`src/ifc_pkg.sv`:
```
// How it works
// - Test register moves raise invalid opcode fault
// - Every reserved encoding raises invalid opcode fault
// - Feature high bits 0 and 15 set
// - Feature high bit 8 set
// - Feature high bit 4 set
// - Feature high bit 5 set
// - Feature low bits 11:8 read six
// - Flags bit 21 settable and clearable
// - Flags bit 18 writable, else zero
// - Flags bits 19, 20 zero without extensions
// - Stack pointer push stores pre-decrement value
// - Real mode stored flags: bit15 zero, 12-14 kept
package ifc_pkg;

   ////////////////////////////////////////////////////////////////////////////
   // Register byte offsets
   localparam logic [7:0] ADDR_CTRL = 8'h00;
   localparam logic [7:0] ADDR_FLAGS = 8'h04;
   localparam logic [7:0] ADDR_OPCODE = 8'h08;
   localparam logic [7:0] ADDR_DEC_STAT = 8'h0C;
   localparam logic [7:0] ADDR_STACK = 8'h10;
   localparam logic [7:0] ADDR_PUSHED = 8'h14;
   localparam logic [7:0] ADDR_FEAT_LOW = 8'h18;
   localparam logic [7:0] ADDR_FEAT_HIGH = 8'h1C;
   localparam logic [7:0] ADDR_IRQ_STAT = 8'h20;
   localparam logic [7:0] ADDR_IRQ_CLR = 8'h24;
   localparam logic [7:0] ADDR_IRQ_EN = 8'h28;

   ////////////////////////////////////////////////////////////////////////////
   // Field positions
   localparam int CTRL_AC_IMPL = 0;
   localparam int CTRL_VME_IMPL = 1;
   localparam int CTRL_REAL_MODE = 2;
   localparam int FLG_AC = 18;
   localparam int FLG_VIF = 19;
   localparam int FLG_VIP = 20;
   localparam int FLG_ID = 21;
   localparam int FLG_RSV15 = 15;
   localparam int IRQ_FAULT = 0;
   localparam int IRQ_DONE = 1;

   ////////////////////////////////////////////////////////////////////////////
   // Reset values and constants
   localparam logic [31:0] CTRL_RST = 32'h0000_0007;
   localparam logic [31:0] FLAGS_RST = 32'h0000_0000;
   localparam logic [31:0] STACK_RST = 32'h0000_0000;
   localparam logic [31:0] FLAGS_BASE_MASK = 32'h0023_7FD5;
   localparam logic [31:0] FEAT_LOW_VAL = 32'h0000_0600;
   localparam logic [31:0] FEAT_HIGH_VAL = 32'h0000_8131;
   localparam logic [31:0] STACK_STEP = 32'h0000_0004;
   localparam logic [1:0] RESP_OKAY = 2'h0;
   localparam logic [1:0] RESP_SLVERR = 2'h2;
   localparam logic [7:0] OP_ESCAPE = 8'h0F;
   localparam logic [7:0] OP_PUSH_SP = 8'h54;
   localparam logic [7:0] OP_PUSH_FLAGS = 8'h9C;

endpackage : ifc_pkg

```
`src/ifc_opcode_classify.sv`:
```
`timescale 1ns/1ps
`default_nettype none
module ifc_opcode_classify
   import ifc_pkg::*;
(
   // Clock and reset
   input wire logic clk_sys_i,
   input wire logic reset_n_i,
   // Request
   input wire logic req_i,
   input wire logic [15:0] opcode_i,
   // Registered result
   output logic valid_o,
   output logic fault_o,
   output logic testreg_o,
   output logic push_sp_o,
   output logic push_flags_o
);

   // Defined second bytes of the escape map
   function automatic logic esc_defined(input logic [7:0] b);
      esc_defined = (b <= 8'h03) || (b == 8'h06) || (b == 8'h08) || (b == 8'h09) ||
                    (b >= 8'h20 && b <= 8'h23) || (b >= 8'h30 && b <= 8'h33) ||
                    (b >= 8'h40 && b <= 8'h4F) || (b >= 8'h80 && b <= 8'hA5) ||
                    (b >= 8'hA8 && b <= 8'hB7) || (b >= 8'hB9 && b <= 8'hC1) ||
                    (b == 8'hC7) || (b >= 8'hC8);
   endfunction

   logic esc;
   logic tr;
   assign esc = (opcode_i[7:0] == OP_ESCAPE);
   assign tr = esc && ((opcode_i[15:8] == 8'h24) || (opcode_i[15:8] == 8'h26));

   always_ff @(posedge clk_sys_i) begin
      if (!reset_n_i) begin
         valid_o <= 1'b0;
         fault_o <= 1'b0;
         testreg_o <= 1'b0;
         push_sp_o <= 1'b0;
         push_flags_o <= 1'b0;
      end else begin
         valid_o <= req_i;
         testreg_o <= req_i && tr;
         fault_o <= req_i && (tr || (esc && !esc_defined(opcode_i[15:8])) ||
                    (!esc && (opcode_i[7:0] == 8'hD6 || opcode_i[7:0] == 8'hF1)));
         push_sp_o <= req_i && (opcode_i[7:0] == OP_PUSH_SP);
         push_flags_o <= req_i && (opcode_i[7:0] == OP_PUSH_FLAGS);
      end
   end

endmodule // ifc_opcode_classify
`default_nettype wire

```
`src/ifc_feature_core.sv`:
```
// Chosen here: the AXI4-Lite interface to the registers and the register offsets.
`timescale 1ns/1ps
`default_nettype none
module ifc_feature_core
   import ifc_pkg::*;
(
   // Clock and reset
   input wire logic clk_sys_i,
   input wire logic reset_n_i,
   // AXI4-Lite write address
   input wire logic [7:0] s_axi_awaddr_i,
   input wire logic s_axi_awvalid_i,
   output logic s_axi_awready_o,
   // AXI4-Lite write data
   input wire logic [31:0] s_axi_wdata_i,
   input wire logic [3:0] s_axi_wstrb_i,
   input wire logic s_axi_wvalid_i,
   output logic s_axi_wready_o,
   // AXI4-Lite write response
   output logic [1:0] s_axi_bresp_o,
   output logic s_axi_bvalid_o,
   input wire logic s_axi_bready_i,
   // AXI4-Lite read address
   input wire logic [7:0] s_axi_araddr_i,
   input wire logic s_axi_arvalid_i,
   output logic s_axi_arready_o,
   // AXI4-Lite read data
   output logic [31:0] s_axi_rdata_o,
   output logic [1:0] s_axi_rresp_o,
   output logic s_axi_rvalid_o,
   input wire logic s_axi_rready_i,
   // Fault and interrupt
   output logic invalid_opcode_fault_o,
   output logic irq_o
);

   ////////////////////////////////////////////////////////////////////////////
   // Helpers

   function automatic logic [31:0] apply_strb(input logic [31:0] old_v, input logic [31:0] new_v,
                                              input logic [3:0] strb);
      logic [31:0] r;
      r = old_v;
      for (int i = 0; i < 4; i++) begin
         if (strb[i]) begin
            r[i*8 +: 8] = new_v[i*8 +: 8];
         end
      end
      apply_strb = r;
   endfunction

   function automatic logic [31:0] flags_wmask(input logic ac_impl, input logic vme_impl);
      logic [31:0] m;
      m = FLAGS_BASE_MASK;
      m[FLG_AC] = ac_impl;
      m[FLG_VIF] = vme_impl;
      m[FLG_VIP] = vme_impl;
      flags_wmask = m;
   endfunction

   function automatic logic [31:0] stack_image(input logic [31:0] flags, input logic real_mode);
      logic [31:0] r;
      r = flags;
      if (real_mode) begin
         r[FLG_RSV15] = 1'b0;
      end
      stack_image = r;
   endfunction

   function automatic logic mapped(input logic [7:0] a);
      mapped = (a[1:0] == 2'h0) && (a <= ADDR_IRQ_EN);
   endfunction

   ////////////////////////////////////////////////////////////////////////////
   // Storage

   logic aw_full_reg;
   logic w_full_reg;
   logic [7:0] aw_addr_reg;
   logic [31:0] w_data_reg;
   logic [3:0] w_strb_reg;
   logic bvalid_reg;
   logic [1:0] bresp_reg;
   logic rvalid_reg;
   logic [1:0] rresp_reg;
   logic [31:0] rdata_reg;
   logic [31:0] rdata_next;
   logic wr_en;
   logic [31:0] wr_val;
   logic [31:0] op_wr;

   logic [31:0] ctrl_reg;
   logic [31:0] flags_reg;
   logic [31:0] stack_reg;
   logic [31:0] pushed_reg;
   logic [15:0] opcode_reg;
   logic dec_req_reg;
   logic [1:0] dec_stat_reg;
   logic [1:0] irq_stat_reg;
   logic [1:0] irq_en_reg;
   logic fault_reg;

   logic res_valid;
   logic res_fault;
   logic res_testreg;
   logic res_push_sp;
   logic res_push_flags;
   logic [1:0] irq_events;

   ////////////////////////////////////////////////////////////////////////////
   // Write channel

   assign s_axi_awready_o = !aw_full_reg;
   assign s_axi_wready_o = !w_full_reg;
   assign s_axi_bvalid_o = bvalid_reg;
   assign s_axi_bresp_o = bresp_reg;
   assign wr_en = aw_full_reg && w_full_reg && !bvalid_reg;

   always_ff @(posedge clk_sys_i) begin
      if (!reset_n_i) begin
         aw_full_reg <= 1'b0;
         aw_addr_reg <= 8'h00;
      end else if (s_axi_awvalid_i && !aw_full_reg) begin
         aw_full_reg <= 1'b1;
         aw_addr_reg <= s_axi_awaddr_i;
      end else if (wr_en) begin
         aw_full_reg <= 1'b0;
      end
   end

   always_ff @(posedge clk_sys_i) begin
      if (!reset_n_i) begin
         w_full_reg <= 1'b0;
         w_data_reg <= 32'h0000_0000;
         w_strb_reg <= 4'h0;
      end else if (s_axi_wvalid_i && !w_full_reg) begin
         w_full_reg <= 1'b1;
         w_data_reg <= s_axi_wdata_i;
         w_strb_reg <= s_axi_wstrb_i;
      end else if (wr_en) begin
         w_full_reg <= 1'b0;
      end
   end

   always_ff @(posedge clk_sys_i) begin
      if (!reset_n_i) begin
         bvalid_reg <= 1'b0;
         bresp_reg <= RESP_OKAY;
      end else if (wr_en) begin
         bvalid_reg <= 1'b1;
         bresp_reg <= mapped(aw_addr_reg) ? RESP_OKAY : RESP_SLVERR;
      end else if (s_axi_bready_i) begin
         bvalid_reg <= 1'b0;
      end
   end

   ////////////////////////////////////////////////////////////////////////////
   // Read channel

   assign s_axi_arready_o = !rvalid_reg;
   assign s_axi_rvalid_o = rvalid_reg;
   assign s_axi_rresp_o = rresp_reg;
   assign s_axi_rdata_o = rdata_reg;

   always_comb begin
      rdata_next = 32'h0000_0000;
      unique case (s_axi_araddr_i)
         ADDR_CTRL: rdata_next = ctrl_reg;
         ADDR_FLAGS: rdata_next = flags_reg;
         ADDR_OPCODE: rdata_next = {16'h0000, opcode_reg};
         ADDR_DEC_STAT: rdata_next = {30'h0000_0000, dec_stat_reg};
         ADDR_STACK: rdata_next = stack_reg;
         ADDR_PUSHED: rdata_next = pushed_reg;
         ADDR_FEAT_LOW: rdata_next = FEAT_LOW_VAL;
         ADDR_FEAT_HIGH: rdata_next = FEAT_HIGH_VAL;
         ADDR_IRQ_STAT: rdata_next = {30'h0000_0000, irq_stat_reg};
         ADDR_IRQ_EN: rdata_next = {30'h0000_0000, irq_en_reg};
         default: rdata_next = 32'h0000_0000;
      endcase
   end

   always_ff @(posedge clk_sys_i) begin
      if (!reset_n_i) begin
         rvalid_reg <= 1'b0;
         rresp_reg <= RESP_OKAY;
         rdata_reg <= 32'h0000_0000;
      end else if (s_axi_arvalid_i && !rvalid_reg) begin
         rvalid_reg <= 1'b1;
         rresp_reg <= mapped(s_axi_araddr_i) ? RESP_OKAY : RESP_SLVERR;
         rdata_reg <= rdata_next;
      end else if (s_axi_rready_i) begin
         rvalid_reg <= 1'b0;
      end
   end

   ////////////////////////////////////////////////////////////////////////////
   // Control and processor flags

   assign wr_val = w_data_reg;
   assign op_wr = apply_strb({16'h0000, opcode_reg}, wr_val, w_strb_reg);

   always_ff @(posedge clk_sys_i) begin
      if (!reset_n_i) begin
         ctrl_reg <= CTRL_RST;
      end else if (wr_en && aw_addr_reg == ADDR_CTRL) begin
         ctrl_reg <= apply_strb(ctrl_reg, wr_val, w_strb_reg) & CTRL_RST;
      end
   end

   always_ff @(posedge clk_sys_i) begin
      if (!reset_n_i) begin
         flags_reg <= FLAGS_RST;
      end else if (wr_en && aw_addr_reg == ADDR_FLAGS) begin
         flags_reg <= apply_strb(flags_reg, wr_val, w_strb_reg) &
                      flags_wmask(ctrl_reg[CTRL_AC_IMPL], ctrl_reg[CTRL_VME_IMPL]);
      end else begin
         flags_reg <= flags_reg & flags_wmask(ctrl_reg[CTRL_AC_IMPL], ctrl_reg[CTRL_VME_IMPL]);
      end
   end

   ////////////////////////////////////////////////////////////////////////////
   // Decode request and classifier

   always_ff @(posedge clk_sys_i) begin
      if (!reset_n_i) begin
         opcode_reg <= 16'h0000;
         dec_req_reg <= 1'b0;
      end else begin
         dec_req_reg <= wr_en && aw_addr_reg == ADDR_OPCODE;
         if (wr_en && aw_addr_reg == ADDR_OPCODE) begin
            opcode_reg <= op_wr[15:0];
         end
      end
   end

   ifc_opcode_classify u_classify (
      .clk_sys_i(clk_sys_i),
      .reset_n_i(reset_n_i),
      .req_i(dec_req_reg),
      .opcode_i(opcode_reg),
      .valid_o(res_valid),
      .fault_o(res_fault),
      .testreg_o(res_testreg),
      .push_sp_o(res_push_sp),
      .push_flags_o(res_push_flags)
   );

   ////////////////////////////////////////////////////////////////////////////
   // Execute effects

   always_ff @(posedge clk_sys_i) begin
      if (!reset_n_i) begin
         fault_reg <= 1'b0;
         dec_stat_reg <= 2'h0;
      end else begin
         fault_reg <= res_valid && res_fault;
         if (res_valid) begin
            dec_stat_reg <= {res_testreg, res_fault};
         end
      end
   end

   assign invalid_opcode_fault_o = fault_reg;

   always_ff @(posedge clk_sys_i) begin
      if (!reset_n_i) begin
         stack_reg <= STACK_RST;
      end else if (res_valid && !res_fault && (res_push_sp || res_push_flags)) begin
         stack_reg <= stack_reg - STACK_STEP;
      end else if (wr_en && aw_addr_reg == ADDR_STACK) begin
         stack_reg <= apply_strb(stack_reg, wr_val, w_strb_reg);
      end
   end

   always_ff @(posedge clk_sys_i) begin
      if (!reset_n_i) begin
         pushed_reg <= 32'h0000_0000;
      end else if (res_valid && !res_fault && res_push_sp) begin
         pushed_reg <= stack_reg;
      end else if (res_valid && (res_fault || res_push_flags)) begin
         pushed_reg <= stack_image(flags_reg, ctrl_reg[CTRL_REAL_MODE]);
      end
   end

   ////////////////////////////////////////////////////////////////////////////
   // Interrupts

   assign irq_events = {res_valid, res_valid && res_fault};

   always_ff @(posedge clk_sys_i) begin
      if (!reset_n_i) begin
         irq_stat_reg <= 2'h0;
      end else if (wr_en && aw_addr_reg == ADDR_IRQ_CLR) begin
         irq_stat_reg <= (irq_stat_reg & ~wr_val[1:0]) | irq_events;
      end else begin
         irq_stat_reg <= irq_stat_reg | irq_events;
      end
   end

   always_ff @(posedge clk_sys_i) begin
      if (!reset_n_i) begin
         irq_en_reg <= 2'h0;
      end else if (wr_en && aw_addr_reg == ADDR_IRQ_EN) begin
         irq_en_reg <= wr_val[1:0];
      end
   end

   assign irq_o = |(irq_stat_reg & irq_en_reg);

   ////////////////////////////////////////////////////////////////////////////
   // Checks

   property p_testreg_fault;
      @(posedge clk_sys_i) disable iff (!reset_n_i)
         (res_valid && res_testreg) |=> invalid_opcode_fault_o && dec_stat_reg == 2'h3;
   endproperty
   a_testreg_fault: assert property (p_testreg_fault) else $error("test reg move no fault");

   property p_reserved_fault;
      @(posedge clk_sys_i) disable iff (!reset_n_i)
         (res_valid && res_fault) |=> invalid_opcode_fault_o ##1 !invalid_opcode_fault_o;
   endproperty
   a_reserved_fault: assert property (p_reserved_fault) else $error("reserved op fault wrong");

   property p_feat_fp;
      @(posedge clk_sys_i) disable iff (!reset_n_i)
         (s_axi_arvalid_i && !rvalid_reg && s_axi_araddr_i == ADDR_FEAT_HIGH) |=>
            s_axi_rdata_o[0] && s_axi_rdata_o[15];
   endproperty
   a_feat_fp: assert property (p_feat_fp) else $error("fp feature bits clear");

   property p_feat_cx8;
      @(posedge clk_sys_i) disable iff (!reset_n_i)
         (s_axi_arvalid_i && !rvalid_reg && s_axi_araddr_i == ADDR_FEAT_HIGH) |=> s_axi_rdata_o[8];
   endproperty
   a_feat_cx8: assert property (p_feat_cx8) else $error("swap8 bit clear");

   property p_feat_tsc;
      @(posedge clk_sys_i) disable iff (!reset_n_i)
         (s_axi_arvalid_i && !rvalid_reg && s_axi_araddr_i == ADDR_FEAT_HIGH) |=> s_axi_rdata_o[4];
   endproperty
   a_feat_tsc: assert property (p_feat_tsc) else $error("timestamp bit clear");

   property p_feat_msr;
      @(posedge clk_sys_i) disable iff (!reset_n_i)
         (s_axi_arvalid_i && !rvalid_reg && s_axi_araddr_i == ADDR_FEAT_HIGH) |=> s_axi_rdata_o[5];
   endproperty
   a_feat_msr: assert property (p_feat_msr) else $error("model reg bit clear");

   property p_feat_low;
      @(posedge clk_sys_i) disable iff (!reset_n_i)
         (s_axi_arvalid_i && !rvalid_reg && s_axi_araddr_i == ADDR_FEAT_LOW) |=>
            s_axi_rdata_o[11:8] == 4'h6;
   endproperty
   a_feat_low: assert property (p_feat_low) else $error("family field not six");

   property p_id_flag;
      @(posedge clk_sys_i) disable iff (!reset_n_i)
         (wr_en && aw_addr_reg == ADDR_FLAGS && w_strb_reg[2]) |=> flags_reg[FLG_ID] == $past(w_data_reg[FLG_ID]);
   endproperty
   a_id_flag: assert property (p_id_flag) else $error("id flag not writable");

   property p_ac_flag;
      @(posedge clk_sys_i) disable iff (!reset_n_i)
         !ctrl_reg[CTRL_AC_IMPL] |=> !flags_reg[FLG_AC];
   endproperty
   a_ac_flag: assert property (p_ac_flag) else $error("ac flag set while absent");

   property p_vme_flags;
      @(posedge clk_sys_i) disable iff (!reset_n_i)
         !ctrl_reg[CTRL_VME_IMPL] |=> flags_reg[FLG_VIP:FLG_VIF] == 2'h0;
   endproperty
   a_vme_flags: assert property (p_vme_flags) else $error("virtual flags set while absent");

   property p_push_sp;
      @(posedge clk_sys_i) disable iff (!reset_n_i)
         (res_valid && res_push_sp && !res_fault) |=>
            pushed_reg == $past(stack_reg) && stack_reg == $past(stack_reg) - STACK_STEP;
   endproperty
   a_push_sp: assert property (p_push_sp) else $error("push sp stored wrong value");

   property p_real_image;
      @(posedge clk_sys_i) disable iff (!reset_n_i)
         (res_valid && (res_push_flags || res_fault) && ctrl_reg[CTRL_REAL_MODE]) |=>
            !pushed_reg[FLG_RSV15] && pushed_reg[14:12] == $past(flags_reg[14:12]);
   endproperty
   a_real_image: assert property (p_real_image) else $error("real mode flag image wrong");

endmodule // ifc_feature_core
`default_nettype wire

```
`config.mk`:
```
export PLATFORM = sky130hd
export DESIGN_NAME = ifc_feature_core
export DESIGN_NICKNAME = d
export VERILOG_FILES = /design/src/ifc_pkg.sv /design/src/ifc_opcode_classify.sv /design/src/ifc_feature_core.sv
export SDC_FILE = /design/constraint.sdc
export NUM_CORES = 1
export LEC_CHECK = 0
export BUFFER_PORTS_ARGS = -buffer_cell sky130_fd_sc_hd__buf_2
export CAP_MARGIN = 30
export CORE_MARGIN = 4
export CORE_UTILIZATION = 50
export CTS_CLUSTER_SIZE = 40
export DETAILED_ROUTE_END_ITERATION = 7
export PLACE_DENSITY = 0.69
export RECOVER_POWER = 50
export SLEW_MARGIN = 25
export SYNTH_ARGS = -nofsm -noshare
export SYNTH_HDL_FRONTEND = slang
export SYNTH_SLANG_ARGS = --single-unit
```
`constraint.sdc`:
```
create_clock -name clk_sys_i -period 5.3 [get_ports clk_sys_i]
set_input_delay 0.795 -clock clk_sys_i [delete_from_list [all_inputs] [get_ports clk_sys_i]]
set_output_delay 0.795 -clock clk_sys_i [all_outputs]
set_load 0.005 [all_outputs]
```
Yosys cells after proc, flatten, opt, wreduce, memory -nomap -nowiden --
Cells that the tools add are included.
Storage, ports and cells: flip-flop bits (word level) 212, bits of input ports 59, output and inout bits 43, word-level logic and storage cells 188
Operators by class: add/sub/neg operators 1, $lt $le $gt $ge 16, eq/ne operators 25, multiplexer cells 33, bitwise logic cells 7, reductions and logical operators 77
Operators with widths (count):
- 32-bit one-hot mux with 10 select lines | 1
- 32-bit 2-to-1 mux | 5
- 8-bit 2-to-1 mux | 16
- 32-bit by 22-bit bitwise AND with 32-bit output | 2
- 8-bit by 4-bit == test with 1-bit output, second input constant | 6
- 8-bit by 6-bit == test with 1-bit output, second input constant | 6
- 8-bit by 5-bit == test with 1-bit output, second input constant | 5
- 8-bit == test, second input constant | 4
- 8-bit greater-or-equal comparator, second input constant | 4
- 8-bit by 6-bit <= comparator with 1-bit output, second input constant | 4
- 32-bit by 3-bit subtractor with 32-bit output, second input constant | 1
- 1-bit logical AND | 31
- 8-bit by 3-bit == test with 1-bit output, second input constant | 3
- 8-bit <= comparator, second input constant | 3
- 2-bit nonzero test | 10
- 1-bit logical OR | 17
- 8-bit by 6-bit greater-or-equal comparator with 1-bit output, second input constant | 2
- 8-bit zero test | 2
- 2-bit AND reduction | 7
- 8-bit by 7-bit == test with 1-bit output, second input constant | 1
- 8-bit by 7-bit greater-or-equal comparator with 1-bit output, second input constant | 1
- 8-bit by 2-bit <= comparator with 1-bit output, second input constant | 1
- 8-bit by 7-bit <= comparator with 1-bit output, second input constant | 1
- 1-bit 2-to-1 mux | 8
- 7 further kinds | 18

Longest topological paths before layout --
Gate-level depths: netlist of the first run.
word-level depth 17, gate-level depth with buffers 8, depth with buffers taken out 7

Modules after synthesis --
From an unflattened synthesis of the first run, not the netlist that was laid out.
Second synthesis, totals: cells, all modules 1054, area, all modules 8874.8 um^2
Modules (own cells, without submodules):
- ifc_feature_core | times used 1, cells each 1009, area an instance 8503.2 um^2, sequential area each 3823.7 um^2
- ifc_opcode_classify | times used 1, cells each 45, area an instance 371.6 um^2, sequential area each 100.1 um^2

Worst setup path before layout of the first run --
Ideal clock, no wire load.
kind input to register, start point input s_axi_araddr_i[5], end point register rdata_reg[25], in the netlist s_axi_rdata_o[25], setup time 0.060 ns, arrival time 2.323 ns, data required time 5.240 ns, setup slack 2.917 ns, stages 7, buffers on the path 2, cell sequence clkbuf_1 > or4b_1 > nor3_2 > buf_2 > a22oi_1 > o21ai_0 > and2_1
Between the ends: longest elaborated chain between the ends 2, elaborated cells between the ends (all ways) 11, classes of those cells eq/ne: 9; mux: 1; reduce/logical: 1
Ends and longest elaborated chain:
- start: declaration | RTL line ifc_feature_core.sv:24 | input wire logic [7:0] s_axi_araddr_i,
- 8-bit by 6-bit == test with 1-bit output, or another cell as far along | RTL line ifc_feature_core.sv:167 | unique case (s_axi_araddr_i)
- 32-bit one-hot mux with 10 select lines (*) | RTL line ifc_feature_core.sv:167
- end signal: assignment | RTL line ifc_feature_core.sv:190 | rdata_reg <= rdata_next;
- end: declaration | RTL line ifc_feature_core.sv:86 | logic [31:0] rdata_reg;
Mark *: on every way between the ends. The rest lies on a longest branch, timed or not. A chain may end at the register's enable or synchronous reset.

Worst setup path after layout of the first run --
start point input s_axi_araddr_i[4], end point register rdata_reg[12], in the netlist s_axi_rdata_o[12]
The elaborated chain is that of the path after synthesis.

==> results.ini, run 1 <==
[status]
status = complete, no violations

[drt]
dr.pass1.iters = 5
drt_iter0_markers = 804
vias_per_cell = 6.02
wl_um = 25800
num_vias = 8289
drc_errors = 0
ant_nets = 0
post_drt_wl_per_cell_um = 18.8

[logic_synthesis]
avgSynthCellArea_um2 = 8.08
synth.top_cell.area_share_pct = 44.3
synth-edff-count = 0
synthCells = 1097
yosysTopAreaCell = dfxtp_1
synth_cell_type_count = 68
netlist_area_mm2 = 0.00886
synth_common_cells = nand2_1, dfxtp_1, a21oi_1
ys_warn_count = 0
yosysSeqAreaShare_pct = 44.3
synth-seq-cells = 196
synth-main-ff-cell = dfxtp_1
synth_area_leaders = dfxtp_1, nand2_1, a21oi_1
async_flop_share_pct = 0
synth.most_common_cell = nand2_1

[die]
die_y_um = 141
io_pins = 102
dieArea_mm2 = 0.0199
coreArea_mm2 = 0.0174
rows = 48
die_x_um = 141
start_util_pct = 51.0

[timing]
hold_viol = 0
timing.fmax_ghz = 0.334
tightest_slew_ps = 1140
setup_tns_ps = 0
slew_violations = 0
grt_setup_unrepaired = no
post-route-period-util_pct = 56.4
final-setup-viol-count = 0
relSlewSlack_pct = 23.7
fin_skew_ps = 9.04
post-route-min-period_ps = 2990

[clock_network]
path_clk_slew_ps = 70
hold_buffers = 0
post_cts_buffers = 0
cts_tree = yes
clock_latency_ps = 450
clockBufferDepth = 2
cts-buffers-inserted = 17
clock_sinks = 196
h-tree-depth = 4
clockRootBuffer = clkbuf_16
cts.repair.resized = 0

[critical_path]
cp_slowest_cell = nor2b_2
critPathBufInv = 1
critPathLaunchType = input pin
cp-end-kind = flip-flop
crit_path_max_incr_delay_ps = 810
worstPathCellList = clkbuf_1 -> or4b_1 -> nor2b_2 -> a222oi_1 -> a21oi_1 -> a21o_1
critical-path-top-delay-family = simple AND/OR/NAND/NOR gates
critical_path_class = in2reg
cp_max_fo = 22
cp_data_required_time_ps = 5690
worstPathArrival_ps = 3380

[job]
max-cap-violations = 0

[layout]
drive_above_1_share_pct = 12.4
post-route-util_pct = 57.2
area_growth_syn_to_layout_pct = 12.0
n_antenna_cell = 0
fin_nets = 1200

[global_route]
use_met3_pct = 6.07
grt_pass1_vias = 7483
grt.busiest_layer = met1
grt_pass1_wl_um = 41000
antenna_found_initial = 0
grt_max_degree = 83
use_met2_pct = 37.0
use_met1_pct = 38.4
track_usage_pct = 25.7
grt.overflow.total = 0

[placed_design]
gp_congestion = 0.902
dp.final_hpwl_um = 18400
io_buffers = 99

[power_and_ir_drop]
peakVddDrop_mv = 0.255
p_leak_nw = 3.48
p_per_area_mw_per_mm2 = 304

[min_path]
min_path_type = reg2reg

[cells by family after synthesis]
family	synth area share (%)
buffers and inverters	4.82
AND/OR/NAND/NOR	25.6
other	0.0423
multiplexers	3.09
AO/OA/AOI/OAI	22.0
flip-flops	44.3
adder cells (fa/ha/maj)	0.141
[final cells by class]
type,instances,area [um^2]
fill,1670,7430
multi-input combinational,802,4520
sequential,196,3920
timing repair buffer,109,534
clock buffer,17,425
tap,225,282
clock inverter,15,185
inverter,14,55.1
[stage by stage]
stage          instances  setup WS, ps  area (um^2)  power [mW]  hold WS, ps
2_1_floorplan       1098          2920         8860        1.65          422
3_3_place_gp        1344          2140         9350        1.71          441
3_5_place_dp        1346          2090         9360        1.71          444
4_1_cts             1378          2550         9970        3.04          461
5_1_grt             1378          2170         9920        3.11          486
6_report            1378          2310         9920        3.02          454
[worst paths after layout]
path | from | end | slack [ps] | cells after the start
worst max-delay path | s_axi_araddr_i[4] | s_axi_rdata_o[12] | 2310 | 6
worst min-delay path | s_axi_rdata_o[18] | s_axi_rdata_o[18] | 450 | 2
worst max register to register | aw_addr_reg[7] | flags_reg[14] | 2400 | 6
worst min register to register | s_axi_rdata_o[18] | s_axi_rdata_o[18] | 450 | 2
[worst min-delay path, delay by kind of cell, from the launching register on]
kind,cells,cell delay [ps]
AOI/OAI and AO/OA,1,50
DFF,1,330
and+or+nand+nor,1,40
[routing by layer]
metal / vias up / part of all wire (%)
li1: 4055 / -
met1: 3861 / 47
met2: 341 / 42
met3: 32 / 9.8
met4: 0 / 1.2
met5: - / 0
[where the power goes]
group          internal, mW  total [mW]  leakage [nW]  switching (mW)
clock network         0.718        1.34         0.297           0.624
logic                0.0510       0.146          1.60          0.0954
registers              1.50        1.53          1.59          0.0361
total                  2.26        3.02          3.48           0.755
[cells in the final DEF, fill, tap and decap left out, drive strengths merged, types with 24 or more instances in the layout]
master	n
nor2	92
nand3	52
nand2	213
a21oi	116
clkbuf	39
mux2i	24
buf	87
a22oi	41
o21ai	29
dfxtp	196
No activity file was read; power rests on OpenSTA's default activity.
==> inputs of run 2 (changes only) <==
--- a/config.mk
+++ b/config.mk
@@ -5,13 +5,14 @@
 export SDC_FILE = /design/constraint.sdc
 export NUM_CORES = 1
 export LEC_CHECK = 0
+export ABC_AREA = 1
 export BUFFER_PORTS_ARGS = -buffer_cell sky130_fd_sc_hd__buf_2
 export CAP_MARGIN = 30
 export CORE_MARGIN = 4
 export CORE_UTILIZATION = 50
 export CTS_CLUSTER_SIZE = 40
 export DETAILED_ROUTE_END_ITERATION = 7
-export PLACE_DENSITY = 0.69
+export PLACE_DENSITY = 0.71
 export RECOVER_POWER = 50
 export SLEW_MARGIN = 25
 export SYNTH_ARGS = -nofsm -noshare
==> constraint.sdc (replaced) <==
create_clock -name clk_sys_i -period 2.4 [get_ports clk_sys_i]
set_input_delay 0.36 -clock clk_sys_i [delete_from_list [all_inputs] [get_ports clk_sys_i]]
set_output_delay 0.36 -clock clk_sys_i [all_outputs]
set_load 0.005 [all_outputs]
==> results.ini, run 2 <==
[drt]
num_vias = 9328  ; was 8289
vias_per_cell = 5.41  ; was 6.02
ant_nets = 0  ; unchanged
post_drt_wl_per_cell_um = 15.7  ; was 18.8 um
wl_um = 27000  ; was 25800 um
drt_iter0_markers = 989  ; was 804
drc_errors = 0  ; unchanged
dr.pass1.iters = 6  ; was 5

[die]
coreArea_mm2 = 0.0187  ; was 0.0174 mm^2
start_util_pct = 50.7  ; was 51.0%
die_y_um = 146  ; was 141 um
io_pins = 102  ; unchanged
die_x_um = 146  ; was 141 um
dieArea_mm2 = 0.0213  ; was 0.0199 mm^2
rows = 50  ; was 48

[clock_network]
cts_tree = yes  ; unchanged
hold_buffers = 0  ; unchanged
post_cts_buffers = 0  ; unchanged
clock_sinks = 196  ; unchanged
cts-buffers-inserted = 17  ; unchanged
clockBufferDepth = 2  ; unchanged
cts.repair.resized = 0  ; unchanged
clockRootBuffer = clkbuf_16  ; unchanged
path_clk_slew_ps = 70  ; about the same
clock_latency_ps = 440  ; was 450 ps
h-tree-depth = 4  ; unchanged

[timing]
hold_viol = 0  ; unchanged
relSlewSlack_pct = 23.8  ; was 23.7%
grt_setup_unrepaired = no  ; unchanged
setup_tns_ps = 0  ; unchanged
setup_ws_ps = 467  ; was 2310 ps
fin_skew_ps = 7.80  ; was 9.04 ps
tightest_slew_ps = 1140  ; about the same
post-route-period-util_pct = 80.6
slew_violations = 0  ; unchanged
post-route-min-period_ps = 1930
timing.fmax_ghz = 0.517
final-setup-viol-count = 0  ; unchanged

[placed_design]
dp.final_hpwl_um = 19700  ; was 18400 um
dp_slack_ps = 532  ; was 2090 ps
post_dp_cell_area_mm2 = 0.0101  ; was 0.00936 mm^2
io_buffers = 99  ; unchanged
gp_congestion = 0.919  ; was 0.902

[status]
status = complete, no violations  ; unchanged

[global_route]
grt.overflow.total = 0  ; unchanged
grt_max_degree = 98  ; was 83
track_usage_pct = 25.2  ; was 25.7%
antenna_found_initial = 0  ; unchanged
grt_pass1_wl_um = 44100  ; was 41000 um
grt_pass1_vias = 8433  ; was 7483

[logic_synthesis]
synth.most_common_cell = nand2_1  ; unchanged
synth.top_cell.area_share_pct = 41.3  ; was 44.3%
synthCells = 1406  ; was 1097
netlist_area_mm2 = 0.00949  ; was 0.00886 mm^2
synth_common_cells = nand2_1, dfxtp_1, nor2_1  ; was nand2_1, dfxtp_1, a21oi_1
yosysTopAreaCell = dfxtp_1  ; unchanged
avgSynthCellArea_um2 = 6.75  ; was 8.08 um^2
synth-seq-cells = 196  ; unchanged
synth-main-ff-cell = dfxtp_1  ; unchanged
ys_warn_count = 0  ; unchanged
synth_cell_type_count = 39  ; was 68
synth-edff-count = 0  ; unchanged
async_flop_share_pct = 0  ; unchanged
synth_area_leaders = dfxtp_1, nand2_1, a21oi_1  ; unchanged
yosysSeqAreaShare_pct = 41.3  ; was 44.3%

[layout]
nFillCells = 1860  ; was 1670
stdcell_area_mm2 = 0.0107  ; was 0.00992 mm^2
post-route-util_pct = 57.3  ; was 57.2%
area_growth_syn_to_layout_pct = 13.0  ; was 12.0%
drive_above_1_share_pct = 12.6  ; was 12.4%
fin_nets = 1537  ; was 1200
n_antenna_cell = 0  ; unchanged
most-common-layout-cells = nand2_1, dfxtp_1, nor2_1, a21oi_1, o21ai_0  ; was nand2_1, dfxtp_1, a21oi_1, nor2_1, buf_2
final_common_cell = nand2_1  ; unchanged

[job]
max-cap-violations = 0  ; unchanged

[power_and_ir_drop]
peakVddDrop_mv = 0.547  ; was 0.255 mV
p_leak_nw = 4.54  ; was 3.48 nW
p_per_area_mw_per_mm2 = 634  ; was 304 mW/mm^2

[critical_path]
critPathLaunchType = input pin  ; unchanged
cp-end-kind = flip-flop  ; unchanged
cp_data_required_time_ps = 2770  ; was 5690 ps
critical_path_class = in2reg  ; unchanged
cp_max_fo = 25  ; was 22
rrSetupSlack_ps = 560  ; was 2400 ps
worstPathArrival_ps = 2310  ; was 3380 ps

[min_path]
min_path_type = in2reg  ; was reg2reg

-- run 2: cell types whose count changed in the layout (fill, tap and decap cells not counted), moves of 13 or more --
cell,previous run,this run
nor2_2,2,15
nand3_1,52,117
mux2i_1,24,0
nor2_1,88,180
a311oi_1,16,0
o21ai_0,28,124
a21oi_1,116,148
inv_1,13,120
o21ai_1,1,25
nand2_1,212,308
a22oi_1,41,0
-- run 2: logic make-up (layout without fill, tap and decap cells) --
| family | after synthesis | in the layout | share of synthesized area, % |
|---|---|---|---|
| adders and majority gates | 1 | 1 | 0.132 |
| buffers and inverters | 200 | 283 | 8.58 |
| xor gates and xnor gates | 2 | 2 | 0.185 |
| and+or+nand+nor | 674 | 674 | 31.1 |
| DFF | 196 | 196 | 41.3 |
| AOI/OAI and AO/OA | 332 | 332 | 18.6 |
| other | 1 | 2 | 0.0395 |
-- run 2: final timing paths --
path | cells after the start | startpoint | end
setup / recovery | 4 | reset_n_i | w_data_reg[1]
hold / removal | 3 | s_axi_wdata_i[11] | w_data_reg[11]
setup reg to reg | 7 | w_full_reg | stack_reg[3]
hold reg to reg | 2 | s_axi_rdata_o[18] | s_axi_rdata_o[18]
-- run 2: layer usage --
layer | up-vias | global-route usage (%) | part of all wire, %
li1 | 4760 | - | -
met4 | 0 | 8.64 | 1.9
met2 | 349 | 34.6 | 40
met3 | 32 | 4.05 | 8.0
met1 | 4187 | 39.6 | 50
met5 | - | 0 | 0
-- run 2: area by class of cell --
type	instances	area, um^2	share of cell area, %
repair buffers	118	633	5.90
flip-flops and latches	196	3920	36.6
clock buffers	20	457	4.26
well taps	234	293	2.73
multi-input cells	1011	4750	44.3
clock inverters	12	171	1.60
inverters	133	499	4.65
-- run 2: through the flow --
stage	hold WS (ps)	power (mW)	instances
after floorplan	431	3.69	1407
after global placement	450	3.84	1692
after detailed placement	454	3.84	1692
after CTS	124	6.86	1724
after global routing	138	7.04	1724
final	134	6.80	1724
-- run 2: worst max-delay path, stage by stage --
cell and delay [ps]:
clkbuf_1 820, clkbuf_1 610, o21ai_0 310, a21oi_1 180
-- run 2: where the power goes --
| part | internal (mW) | switching [mW] | leakage, nW |
|---|---|---|---|
| clock | 1.72 | 1.32 | 0.306 |
| sequential | 3.32 | 0.0683 | 1.59 |
| combinational | 0.118 | 0.257 | 2.65 |
